`src/inc/frame_sched_pkg.sv`:
```
// Constants and carriers for the cyclic frame transmit scheduler.
// Assumes a single 200 MHz clock and a host that writes registers over a plain strobe port.
package frame_sched_pkg;
    localparam int unsigned CLK_FREQ_HZ = 200_000_000;
    localparam int unsigned TICK_NS = 1000;
    localparam int unsigned TICK_CYCLES = (TICK_NS * (CLK_FREQ_HZ / 1_000_000) + 999) / 1000;

    localparam logic [3:0] ADDR_CTRL = 4'h0;
    localparam logic [3:0] ADDR_DELAY = 4'h1;
    localparam logic [3:0] ADDR_PERIOD = 4'h2;
    localparam logic [3:0] ADDR_CORRUPT = 4'h3;
    localparam logic [3:0] ADDR_SKIP = 4'h4;
    localparam logic [3:0] ADDR_ID = 4'h5;
    localparam logic [3:0] ADDR_STATUS = 4'h6;
    localparam logic [3:0] ADDR_QSIZE = 4'h7;

    localparam int unsigned CTRL_START_BIT = 0;
    localparam int unsigned CTRL_STOP_BIT = 1;
    localparam int unsigned CTRL_EVENT_BIT = 2;
    localparam int unsigned CTRL_SPOINT_BIT = 3;

    localparam logic [31:0] DELAY_RST = 32'hFFFFFFFF;
    localparam logic [31:0] PERIOD_RST = 32'h000003E8;
    localparam logic [31:0] COUNT_RST = 32'h00000000;
    localparam logic [31:0] ID_RST = 32'h00000000;

    typedef enum logic [1:0] {
        SLOT_UNCOND = 2'b00,
        SLOT_SPORADIC = 2'b01,
        SLOT_EVENT = 2'b10,
        SLOT_RESOLVE = 2'b11
    } slot_kind_e;

    typedef struct packed {
        slot_kind_e kind;
        logic collision;
        logic [7:0] checksum;
    } lin_slot_s;

    typedef struct packed {
        logic [3:0] addr;
        logic [31:0] wdata;
        logic wr;
        logic rd;
    } reg_req_s;
endpackage : frame_sched_pkg

```
`src/rtl/frame_tx_scheduler.sv`:
```
// Cyclic frame transmit timing, skip injection and LIN checksum corruption.
// Assumes synchronous inputs, a host on the register port, and a framer that reports LIN slots.
`timescale 1ns/1ps
`default_nettype none
module frame_tx_scheduler #(
    parameter int unsigned CW = 32
) (
    // Clock and reset
    input wire logic clock_i,
    input wire logic rst_b_i,
    input wire logic clk_en_i,
    // Register port
    input wire frame_sched_pkg::reg_req_s req_i,
    output logic [31:0] rdata_o,
    // Cyclic transmit side
    output logic tx_due_o,
    output logic tx_skip_o,
    output logic dequeue_o,
    // LIN slot side
    input wire logic lin_slot_i,
    input wire frame_sched_pkg::lin_slot_s lin_i,
    output logic [7:0] lin_checksum_o,
    output logic lin_corrupt_o
);
    import frame_sched_pkg::*;

    typedef enum logic [1:0] {
        ST_IDLE = 2'b00,
        ST_FIRST = 2'b01,
        ST_CYCLIC = 2'b10
    } sched_e;

    sched_e state_q;
    logic [CW-1:0] delay_cfg_q, period_q, corrupt_q, skip_q, ident_q, count_q, qsize_q;
    logic qsize_set_q, event_q, spoint_q;
    logic [15:0] tick_cnt_q;
    logic tick;
    logic [CW-1:0] derived_delay, first_delay;
    logic start_cmd, stop_cmd, period_wr, restart, due, do_skip;
    logic lin_decr;

    assign tick = (tick_cnt_q == 16'(TICK_CYCLES - 1));
    assign start_cmd = req_i.wr && req_i.addr == ADDR_CTRL && req_i.wdata[CTRL_START_BIT];
    assign stop_cmd = req_i.wr && req_i.addr == ADDR_CTRL && req_i.wdata[CTRL_STOP_BIT];
    assign period_wr = req_i.wr && req_i.addr == ADDR_PERIOD;
    // Period change while running restarts the frame
    assign restart = start_cmd || (period_wr && state_q != ST_IDLE);
    // Stagger by the whole identifier modulo the period so frames spread out
    assign derived_delay = (period_q == '0) ? '0 : (ident_q % period_q);
    assign first_delay = delay_cfg_q[CW-1] ? derived_delay : delay_cfg_q;
    // A stop or restart in the due cycle wins, so no stray send or skip
    assign due = (state_q != ST_IDLE) && tick && (count_q <= CW'(1)) && !event_q && !restart && !stop_cmd;
    assign do_skip = due && (skip_q != '0);

    always_ff @(posedge clock_i or negedge rst_b_i) begin
        if (!rst_b_i) begin
            tick_cnt_q <= 16'h0000;
        end else if (clk_en_i) begin
            if (restart || tick) begin
                tick_cnt_q <= 16'h0000;
            end else begin
                tick_cnt_q <= tick_cnt_q + 16'h0001;
            end
        end
    end

    always_ff @(posedge clock_i or negedge rst_b_i) begin
        if (!rst_b_i) begin
            delay_cfg_q <= CW'(DELAY_RST);
            period_q <= CW'(PERIOD_RST);
            ident_q <= CW'(ID_RST);
            event_q <= 1'b0;
            spoint_q <= 1'b0;
        end else if (clk_en_i && req_i.wr) begin
            unique case (req_i.addr)
                ADDR_DELAY: delay_cfg_q <= req_i.wdata[CW-1:0];
                ADDR_PERIOD: period_q <= req_i.wdata[CW-1:0];
                ADDR_ID: ident_q <= req_i.wdata[CW-1:0];
                ADDR_CTRL: begin
                    event_q <= req_i.wdata[CTRL_EVENT_BIT];
                    spoint_q <= req_i.wdata[CTRL_SPOINT_BIT];
                end
                default: ;
            endcase
        end
    end

    // A period-write restart derives the first delay from the freshly written period in the write data, in the same cycle, not from period_q
    always_ff @(posedge clock_i or negedge rst_b_i) begin
        if (!rst_b_i) begin
            state_q <= ST_IDLE;
            count_q <= '0;
        end else if (clk_en_i) begin
            if (stop_cmd && !start_cmd) begin
                state_q <= ST_IDLE;
            end else if (restart) begin
                state_q <= ST_FIRST;
                count_q <= period_wr ? ((delay_cfg_q[CW-1] && req_i.wdata[CW-1:0] != '0) ?
                    ident_q % req_i.wdata[CW-1:0] : (delay_cfg_q[CW-1] ? '0 : delay_cfg_q)) :
                    first_delay;
            end else if (state_q != ST_IDLE && tick) begin
                if (count_q <= CW'(1)) begin
                    state_q <= ST_CYCLIC;
                    count_q <= period_q;
                end else begin
                    count_q <= count_q - CW'(1);
                end
            end
        end
    end

    always_ff @(posedge clock_i or negedge rst_b_i) begin
        if (!rst_b_i) begin
            skip_q <= CW'(COUNT_RST);
        end else if (clk_en_i) begin
            if (req_i.wr && req_i.addr == ADDR_SKIP) begin
                skip_q <= req_i.wdata[CW-1:0];
            end else if (do_skip) begin
                skip_q <= skip_q - CW'(1);
            end
        end
    end

    // Sized once from the period in force at first start
    always_ff @(posedge clock_i or negedge rst_b_i) begin
        if (!rst_b_i) begin
            qsize_q <= '0;
            qsize_set_q <= 1'b0;
        end else if (clk_en_i && start_cmd && !qsize_set_q) begin
            qsize_q <= period_q;
            qsize_set_q <= 1'b1;
        end
    end

    always_ff @(posedge clock_i or negedge rst_b_i) begin
        if (!rst_b_i) begin
            tx_due_o <= 1'b0;
            tx_skip_o <= 1'b0;
            dequeue_o <= 1'b0;
        end else if (clk_en_i) begin
            tx_due_o <= due && !do_skip;
            tx_skip_o <= do_skip;
            dequeue_o <= due && !(do_skip && spoint_q);
        end
    end

    // Collided event slot leaves count; others decrement
    assign lin_decr = lin_slot_i && !(lin_i.kind == SLOT_EVENT && lin_i.collision);

    always_ff @(posedge clock_i or negedge rst_b_i) begin
        if (!rst_b_i) begin
            corrupt_q <= CW'(COUNT_RST);
        end else if (clk_en_i) begin
            if (req_i.wr && req_i.addr == ADDR_CORRUPT) begin
                corrupt_q <= req_i.wdata[CW-1:0];
            end else if (lin_decr && corrupt_q != '0) begin
                corrupt_q <= corrupt_q - CW'(1);
            end
        end
    end

    always_ff @(posedge clock_i or negedge rst_b_i) begin
        if (!rst_b_i) begin
            lin_checksum_o <= 8'h00;
            lin_corrupt_o <= 1'b0;
        end else if (clk_en_i && lin_slot_i) begin
            lin_corrupt_o <= corrupt_q != '0;
            lin_checksum_o <= (corrupt_q != '0) ? 8'(-lin_i.checksum) : lin_i.checksum;
        end
    end

    always_ff @(posedge clock_i or negedge rst_b_i) begin
        if (!rst_b_i) begin
            rdata_o <= 32'h00000000;
        end else if (clk_en_i) begin
            rdata_o <= 32'h00000000;
            if (req_i.rd) begin
                unique case (req_i.addr)
                    ADDR_CTRL: rdata_o <= {28'h0000000, spoint_q, event_q, 2'b00};
                    ADDR_DELAY: rdata_o <= 32'(delay_cfg_q);
                    ADDR_PERIOD: rdata_o <= 32'(period_q);
                    ADDR_CORRUPT: rdata_o <= 32'(corrupt_q);
                    ADDR_SKIP: rdata_o <= 32'(skip_q);
                    ADDR_ID: rdata_o <= 32'(ident_q);
                    ADDR_STATUS: rdata_o <= {30'h00000000, state_q};
                    ADDR_QSIZE: rdata_o <= 32'(qsize_q);
                    default: rdata_o <= 32'h00000000;
                endcase
            end
        end
    end

    property p_skip_silent;
        @(posedge clock_i) disable iff (!rst_b_i) clk_en_i && do_skip |=> tx_skip_o && !tx_due_o;
    endproperty
    a_skip_silent: assert property (p_skip_silent) else $error("skip sent a frame");

    property p_skip_decr;
        @(posedge clock_i) disable iff (!rst_b_i)
            clk_en_i && do_skip && !(req_i.wr && req_i.addr == ADDR_SKIP) |=> skip_q == $past(skip_q) - CW'(1);
    endproperty
    a_skip_decr: assert property (p_skip_decr) else $error("skip count not decremented");

    property p_resume;
        @(posedge clock_i) disable iff (!rst_b_i) clk_en_i && due && skip_q == '0 |=> tx_due_o;
    endproperty
    a_resume: assert property (p_resume) else $error("due frame not sent");

    property p_no_event_tx;
        @(posedge clock_i) disable iff (!rst_b_i)
            clk_en_i && event_q && !(req_i.wr && req_i.addr == ADDR_SKIP)
            |=> !tx_due_o && !tx_skip_o && $stable(skip_q);
    endproperty
    a_no_event_tx: assert property (p_no_event_tx) else $error("event frame scheduled cyclically");

    property p_negate;
        @(posedge clock_i) disable iff (!rst_b_i)
            clk_en_i && lin_slot_i && corrupt_q != '0 |=> lin_checksum_o == 8'(-$past(lin_i.checksum));
    endproperty
    a_negate: assert property (p_negate) else $error("checksum not negated");

    property p_clean;
        @(posedge clock_i) disable iff (!rst_b_i)
            clk_en_i && lin_slot_i && corrupt_q == '0 |=> !lin_corrupt_o && lin_checksum_o == $past(lin_i.checksum);
    endproperty
    a_clean: assert property (p_clean) else $error("zero count corrupted");

    property p_collide_hold;
        @(posedge clock_i) disable iff (!rst_b_i)
            clk_en_i && lin_slot_i && lin_i.kind == SLOT_EVENT && lin_i.collision && !req_i.wr
            |=> $stable(corrupt_q);
    endproperty
    a_collide_hold: assert property (p_collide_hold) else $error("collision decremented count");

    property p_uncond_decr;
        @(posedge clock_i) disable iff (!rst_b_i)
            clk_en_i && lin_slot_i && lin_i.kind != SLOT_EVENT && corrupt_q != '0 && !req_i.wr
            |=> corrupt_q == $past(corrupt_q) - CW'(1);
    endproperty
    a_uncond_decr: assert property (p_uncond_decr) else $error("count not decremented");

    property p_reload;
        @(posedge clock_i) disable iff (!rst_b_i)
            clk_en_i && due && !restart && !stop_cmd |=> count_q == $past(period_q) && state_q == ST_CYCLIC;
    endproperty
    a_reload: assert property (p_reload) else $error("period not reloaded");

    property p_restart;
        @(posedge clock_i) disable iff (!rst_b_i) clk_en_i && restart && !stop_cmd |=> state_q == ST_FIRST;
    endproperty
    a_restart: assert property (p_restart) else $error("restart not taken");

    property p_qsize;
        @(posedge clock_i) disable iff (!rst_b_i) qsize_set_q |=> $stable(qsize_q);
    endproperty
    a_qsize: assert property (p_qsize) else $error("queue size changed");

    property p_qsize_first;
        @(posedge clock_i) disable iff (!rst_b_i)
            clk_en_i && start_cmd && !qsize_set_q |=> qsize_set_q && qsize_q == $past(period_q);
    endproperty
    a_qsize_first: assert property (p_qsize_first) else $error("queue size not taken at start");

    property p_first_load;
        @(posedge clock_i) disable iff (!rst_b_i)
            clk_en_i && start_cmd |=> state_q == ST_FIRST && count_q == $past(first_delay);
    endproperty
    a_first_load: assert property (p_first_load) else $error("first delay not loaded");

    property p_derived;
        @(posedge clock_i) disable iff (!rst_b_i)
            delay_cfg_q[CW-1] && period_q != '0 |-> first_delay < period_q;
    endproperty
    a_derived: assert property (p_derived) else $error("derived delay outside one period");

    property p_tick_dec;
        @(posedge clock_i) disable iff (!rst_b_i)
            clk_en_i && state_q != ST_IDLE && tick && count_q > CW'(1) && !restart && !stop_cmd
            |=> count_q == $past(count_q) - CW'(1);
    endproperty
    a_tick_dec: assert property (p_tick_dec) else $error("count not stepped on tick");

    property p_count_hold;
        @(posedge clock_i) disable iff (!rst_b_i)
            clk_en_i && !tick && !restart |=> $stable(count_q);
    endproperty
    a_count_hold: assert property (p_count_hold) else $error("count moved between ticks");

    property p_period_restart;
        @(posedge clock_i) disable iff (!rst_b_i)
            clk_en_i && period_wr && state_q != ST_IDLE
            |=> state_q == ST_FIRST && period_q == $past(req_i.wdata[CW-1:0]) && tick_cnt_q == '0;
    endproperty
    a_period_restart: assert property (p_period_restart) else $error("period write did not restart");

    property p_stop;
        @(posedge clock_i) disable iff (!rst_b_i)
            clk_en_i && stop_cmd && !start_cmd |=> state_q == ST_IDLE && !tx_due_o && !tx_skip_o;
    endproperty
    a_stop: assert property (p_stop) else $error("stopped frame still active");

    property p_skip_dequeue;
        @(posedge clock_i) disable iff (!rst_b_i)
            clk_en_i && do_skip |=> dequeue_o == !$past(spoint_q);
    endproperty
    a_skip_dequeue: assert property (p_skip_dequeue) else $error("skip dequeue wrong");

    property p_send_dequeue;
        @(posedge clock_i) disable iff (!rst_b_i)
            clk_en_i && due && !do_skip |=> tx_due_o && dequeue_o;
    endproperty
    a_send_dequeue: assert property (p_send_dequeue) else $error("send without dequeue");

    property p_skip_floor;
        @(posedge clock_i) disable iff (!rst_b_i)
            clk_en_i && skip_q == '0 && !(req_i.wr && req_i.addr == ADDR_SKIP) |=> skip_q == '0;
    endproperty
    a_skip_floor: assert property (p_skip_floor) else $error("skip count wrapped");

    property p_sole_event;
        @(posedge clock_i) disable iff (!rst_b_i)
            clk_en_i && lin_slot_i && lin_i.kind == SLOT_EVENT && !lin_i.collision && corrupt_q != '0 && !req_i.wr
            |=> corrupt_q == $past(corrupt_q) - CW'(1);
    endproperty
    a_sole_event: assert property (p_sole_event) else $error("sole responder not counted");

    property p_zero_stays;
        @(posedge clock_i) disable iff (!rst_b_i)
            clk_en_i && corrupt_q == '0 && !(req_i.wr && req_i.addr == ADDR_CORRUPT) |=> corrupt_q == '0;
    endproperty
    a_zero_stays: assert property (p_zero_stays) else $error("corrupt count wrapped");

    property p_pulse;
        @(posedge clock_i) disable iff (!rst_b_i) clk_en_i && tx_due_o |=> !tx_due_o;
    endproperty
    a_pulse: assert property (p_pulse) else $error("send pulse too long");

    // Enable low must hold every counter, or delays stretch unevenly
    property p_freeze;
        @(posedge clock_i) disable iff (!rst_b_i)
            !clk_en_i |=> $stable(state_q) && $stable(count_q) && $stable(tick_cnt_q)
            && $stable(skip_q) && $stable(corrupt_q) && $stable(lin_checksum_o);
    endproperty
    a_freeze: assert property (p_freeze) else $error("state moved while disabled");

    c_skip: cover property (@(posedge clock_i) disable iff (!rst_b_i) tx_skip_o);
    c_send: cover property (@(posedge clock_i) disable iff (!rst_b_i) tx_due_o);
    c_corrupt: cover property (@(posedge clock_i) disable iff (!rst_b_i) lin_corrupt_o);
    c_collide: cover property (@(posedge clock_i) disable iff (!rst_b_i) lin_slot_i && lin_i.collision);
    c_period_restart: cover property (@(posedge clock_i) disable iff (!rst_b_i) period_wr && state_q == ST_CYCLIC);
endmodule : frame_tx_scheduler
`default_nettype wire

```
`config.mk`:
```
export PLATFORM = sky130hd
export DESIGN_NAME = frame_tx_scheduler
export DESIGN_NICKNAME = d
export VERILOG_FILES = /design/src/inc/frame_sched_pkg.sv /design/src/rtl/frame_tx_scheduler.sv
export SDC_FILE = /design/constraint.sdc
export NUM_CORES = 2
export LEC_CHECK = 0
export ABC_AREA = 1
export BUFFER_PORTS_ARGS = -buffer_cell sky130_fd_sc_hd__buf_2
export CORE_MARGIN = 4
export CORE_UTILIZATION = 40
export CTS_CLUSTER_DIAMETER = 150
export CTS_CLUSTER_SIZE = 10
export DETAILED_ROUTE_END_ITERATION = 10
export GPL_ROUTABILITY_DRIVEN = 0
export MAX_ROUTING_LAYER = met4
export PLACE_DENSITY = 0.62
export SYNTH_ARGS = -nofsm -noshare
export SYNTH_HDL_FRONTEND = slang
export SYNTH_SLANG_ARGS = --single-unit
export TNS_END_PERCENT = 20
```
`constraint.sdc`:
```
create_clock -name clock_i -period 74 [get_ports clock_i]
set_input_delay 14.8 -clock clock_i [delete_from_list [all_inputs] [get_ports clock_i]]
set_output_delay 14.8 -clock clock_i [all_outputs]
set_load 0.02 [all_outputs]
```
Yosys cells after proc, flatten, opt, wreduce, memory -nomap -nowiden
Index checks and enable logic that the tools add are counted.
{"block": "word_totals", "reg_bits": 289, "in_bits": 53, "out_inout_bits": 44, "word_cells": 110}
{"block": "op_classes", "n_addsub": 5, "n_div": 2, "magnitude_cmp": 1, "n_eq_ne": 9, "n_mux": 20, "bitwise_logic": 1, "n_reduce_logical": 54}
{"operator": "$mux W32", "count": 12}
{"operator": "$pmux W32 S8", "count": 1}
{"operator": "$reduce_bool A32 Y1", "count": 3}
{"operator": "$sub A32 B1 Y32 const B", "count": 3}
{"operator": "$mod A32 B32 Y32", "count": 2}
{"operator": "$le A32 B1 Y1 const B", "count": 1}
{"operator": "$logic_not A32 Y1", "count": 1}
{"operator": "$mux W31", "count": 1}
{"operator": "$logic_and A1 B1 Y1", "count": 25}
{"operator": "$add A16 B1 Y16 const B", "count": 1}
{"operator": "$eq A16 B8 Y1 const B", "count": 1}
{"operator": "$eq A4 B3 Y1 const B", "count": 4}
{"operator": "$mux W16", "count": 1}
{"operator": "$reduce_and A2 Y1", "count": 6}
{"operator": "$eq A4 B2 Y1 const B", "count": 2}
{"operator": "$logic_not A1 Y1", "count": 8}
{"operator": "$mux W2", "count": 4}
{"operator": "$mux W8", "count": 1}
{"operator": "$neg A8 Y8", "count": 1}
{"operator": "$reduce_bool A2 Y1", "count": 4}
{"operator": "$reduce_and A3 Y1", "count": 2}
{"operator": "$reduce_bool A3 Y1", "count": 2}
{"operator": "$eq A4 B1 Y1 const B", "count": 1}
{"operator": "$logic_not A4 Y1", "count": 1}
{"operator": "3 further kinds", "count": 4}

Depth between registers and ports, before layout
{"block": "depth", "word_depth": 11, "ltp_mapped": 593, "depth_no_buf": 583}

Least setup slack after synthesis
OpenSTA, ideal clock, no wires.
{"block": "synth_timing", "kind": "input-to-reg", "from": "input port req_i[2] in the netlist's numbering", "to": "register count_q[29]", "setup_ns": 0.120, "t_arrival_ns": 79.255, "required_ns": 73.880, "path_slack_ns": -5.375, "stages": 563, "path_buffers": 16, "cell_sequence": "inv_1 ha_1 inv_1 nor2_1 nand2_1 nor2_1 nand2_1 nor2_1 nor2_1 nand3_1 nand2_1 inv_1 ha_1 nand2_1 nand2_1 nand2_1 nor2_1 nand2_1 [... 527 more ...] a21oi_1 o21bai_1 a21oi_1 o21bai_1 a21oi_1 o21bai_1 nand3_1 nand2_1 nand3_1 nand2_1 a31oi_1 xnor2_1 o21ai_0 inv_1 nand2_1 nand3_1 nand2_1 a21oi_2"}
{"block": "synth_between", "elab_chain_cells": 5, "elab_cells_between_ends": 13, "classes_between": "1 x div; 3 x mux; 1 x bitwise; 8 x reduce/logical"}
{"item": "start, declared", "line_no": "frame_tx_scheduler.sv:13", "rtl": "input wire frame_sched_pkg::reg_req_s req_i,"}
{"item": "branches (longest 5 deep; another with $mod A32 B32 Y32)"}
{"item": "end signal, assigned", "line_no": "frame_tx_scheduler.sv:98", "rtl": "count_q <= period_wr ? ((delay_cfg_q[CW-1] && req_i.wdata[CW-1:0] != '0) ?"}
{"item": "end signal, assigned", "line_no": "frame_tx_scheduler.sv:104", "rtl": "count_q <= period_q;"}
{"item": "end signal, assigned", "line_no": "frame_tx_scheduler.sv:106", "rtl": "count_q <= count_q - CW'(1);"}
{"item": "end, declared", "line_no": "frame_tx_scheduler.sv:34", "rtl": "logic [CW-1:0] delay_cfg_q, period_q, corrupt_q, skip_q, ident_q, count_q, qsize_q;"}
Several ways; the timed one is not identified.
A chain may end at the register's enable or synchronous reset.

Worst setup path after layout
{"block": "layout_timing", "from": "input port req_i[2] in the netlist's numbering", "to": "register count_q[11]"}
Same word-level chain as after synthesis.

==> impl_metrics.csv <==
group,metric,value,unit
run_status,status,"finished with violations",
run_status,violations,"negative setup slack",
sta,post-route-period-util,105.0,%
route,drt_iter0_drc,7346,
clock_network,insertion_delay,0.58,ns
sta,setup_slack,-3.698,ns
clock_network,cts_tree,"built",
layout,fin_area,0.1051,mm2
worst_hold_path,hold_start,"qsize_set_q",
sta,relSlewSlack,9.571,%
global_route,antenna_found_initial,26,
route,vias,92110,
floorplanning,die_area,0.1993,mm2
clock_network,clk_pin_slew,0.06,ns
placement,io_buffers,96,
yosys,synth_edf_count,0,
sta,max_clock_freq,12.87,MHz
floorplanning,die_y,446.4,um
clock_network,cts.sinks,289,
clock_network,numCtsBuffers,34,
floorplanning,initial_core_util,40.34,%
worst_hold_path,hp-class,"flip-flop to flip-flop",
yosys,yosysWarnings,0,
sta,setup-tns-final,-112.82,ns
global_route,grt_util_met2,48.39,%
yosys,netlist_instances,12410,
route,drt_pass1_iterations,8,
critical_path,cpMaxStageDelayCell,"a21oi_1",
yosys,synthesis.area,0.07687,mm2
global_route,grt_pass1_wl,471200,um
route,drc_errors,0,
clock_network,htree_levels,2,
sta,worstMarginPinSlew,1.348,ns
placement,hpwl,232800,um
global_route,grtUsageTotal,30.28,%
sta,rsz0062_at_grt,"yes",
yosys,ys_dominant_reg_cell,"dfrtp_1",
yosys,synthTopCellsByArea,"ha_1, nand2_1, dfrtp_1",
critical_path,cp_common_cell,"nand2_1",
floorplanning,io_pins,97,
global_route,top_usage_layer,"met2",
critical_path,path_class,"input pin to flip-flop",
critical_path,critPathBufInv,124,
yosys,yosys.area.top_type,"ha_1",
route,routed_via_density,5.221,
critical_path,endpoint_kind,"flip-flop",
sta,finalMaxSlewViolations,0,
critical_path,worst-path-max-fanout,8,
yosys,synth_area_per_cell,6.196,um2
layout,nets,16200,
yosys,yosysTopAreaCellShare,17.33,%
global_route,use_met1,37.71,%
critical_path,critPathTopFamily,"compound AO/OA/AOI/OAI gates",
sta,hold_viol,0,
floorplanning,core_area,0.1906,mm2
global_route,grt_pass1_vias,85840,
critical_path,reg2reg_from,"period_q[26]",
sta,skew,0.02506,ns
route,drt_wl_total,308100,um
sta,fin_crit,77.70,ns
clock_network,clock_path_buffers,3,
sta,setup_viol,32,
critical_path,crit_arrival,78.20,ns
critical_path,critPathLaunchType,"input pin",
floorplanning,chipWidth,446.4,um
run,drv_cap,0,
yosys,postSynthNetCount,13530,
global_route,grt_max_degree,166,
layout,area_growth_syn_to_layout,36.66,%
global_route,met3_usage,3.896,%
placement,placed_cell_area,0.09716,mm2
yosys,async_flop_share,100.0,%
route,wl_per_cell,17.46,um
layout,drive_gt1_share,29.50,%
critical_path,required,74.51,ns
yosys,yosysSeqAreaShare,9.469,%
global_route,grt.overflow.total,0,
route,ant_nets,0,
yosys,synth.most_common_cell,"nand2_1",
yosys,synth_common_cells,"nand2_1, inv_1, ha_1",
yosys,synth_seq_cells,289,
layout,fillerInstances,18440,
clock_network,root_buffer,"clkbuf_16",
critical_path,cp_slowest_stage_delay,0.38,ns
yosys,synth_cell_types,107,
floorplanning,fp-row-count,160,
critical_path,setup.worst_path.start,"req_i[2]",
## through the flow
step                      cells  setup WS [ns]  util [%]  hold slack, ns
after global placement    17080         -3.659     50.98          0.4463
after CTS                 17520        -0.7540     53.76          0.4560
after global routing      17640         -8.271     55.12          0.4880
after detailed placement  17080         -4.961     50.98          0.4428
final                     17640         -3.698     55.12          0.4568
after floorplan           12410         -1.712         -          0.4224
## per-layer routing
layer	share of wire, %	vias to the layer above
li1	-	46620
met1	42	41710
met2	45	3003
met3	6.9	776
met4	6.0	0
met5	0	-
## layout by cell type, fill, tap and decap left out, types with 44 or more instances in the layout
cell type	instances
a21oi_1	856
a21oi_2	152
a31oi_1	53
and2_1	61
buf_2	94
buf_4	2780
dfrtp_1	251
ha_1	956
ha_4	108
inv_1	1540
inv_2	124
nand2_1	3272
nand2_2	290
nand3_1	677
nand3_2	153
nand4_1	109
nor2_1	639
nor3_1	129
nor4_1	46
o211ai_1	59
o21a_1	44
o21ai_0	596
o21ai_1	124
o21ai_2	124
o21bai_1	65
o22ai_1	49
or2_2	140
xnor2_1	268
xor2_1	504
## timing repair
item                       4_1_cts  5_1_grt
cloned                           7        4
setup endpoints to repair       32       32
setup buffers                  374       97
gates resized for setup        350      399
pin swaps                      286      232
hold buffers                     0        0
## logic make-up after synthesis
logic type | Yosys count | share of synthesized area (%)
buffers and inverters | 1995 | 11.68
AOI/OAI and AO/OA | 2548 | 19.80
adders and majority gates | 1067 | 17.39
and+or+nand+nor | 5725 | 32.73
xor gates and xnor gates | 776 | 8.841
muxes | 7 | 0.09603
DFF | 289 | 9.469
## area by class of cell
cell class              count  area, um2  share of cell area [%]
diodes                     25      62.56                 0.05955
inverters                1691       6406                   6.098
repair buffers           2938      22330                   21.26
multi-input cells       10130      64850                   61.73
clock buffers              60      969.7                  0.9230
clock inverters             1      8.758                0.008337
flip-flops and latches    289       7279                   6.929
well taps                2511       3142                   2.991
## final timing paths
kind / slack (ns) / end / cells after the start
setup / recovery: -3.70 / count_q[11] / 547
hold / removal: 0.46 / qsize_set_q / 2
setup reg to reg: 0.95 / count_q[31] / 574
hold reg to reg: 0.46 / qsize_set_q / 2
max in group asynchronous: 57.52 / rdata_o[22] / 3
min in group asynchronous: 14.19 / rdata_o[3] / 1
## state kept, by name, indices dropped and copies added, names as in the netlist, 2 cells and up
| signal | count |
|---|---|
| rdata_o | 32 |
| state_q | 2 |
| tick_cnt_q | 16 |
| count_q | 32 |
| period_q | 32 |
| qsize_q | 32 |
| corrupt_q | 32 |
| lin_checksum_o | 8 |
| delay_cfg_q | 32 |
| ident_q | 32 |
| skip_q | 32 |
## worst reg2reg max path: cells and delay by family, from the launching register on
family	cells	cell delay, ns
xor gates and xnor gates	3	0.41
buffers and inverters	78	7.09
and+or+nand+nor	271	26.09
AOI/OAI and AO/OA	191	29.32
DFF	1	0.43
adders and majority gates	31	9.55
Power is not shown: default switching activity piles up to over one toggle a cycle in this logic, so the estimate is an artifact.
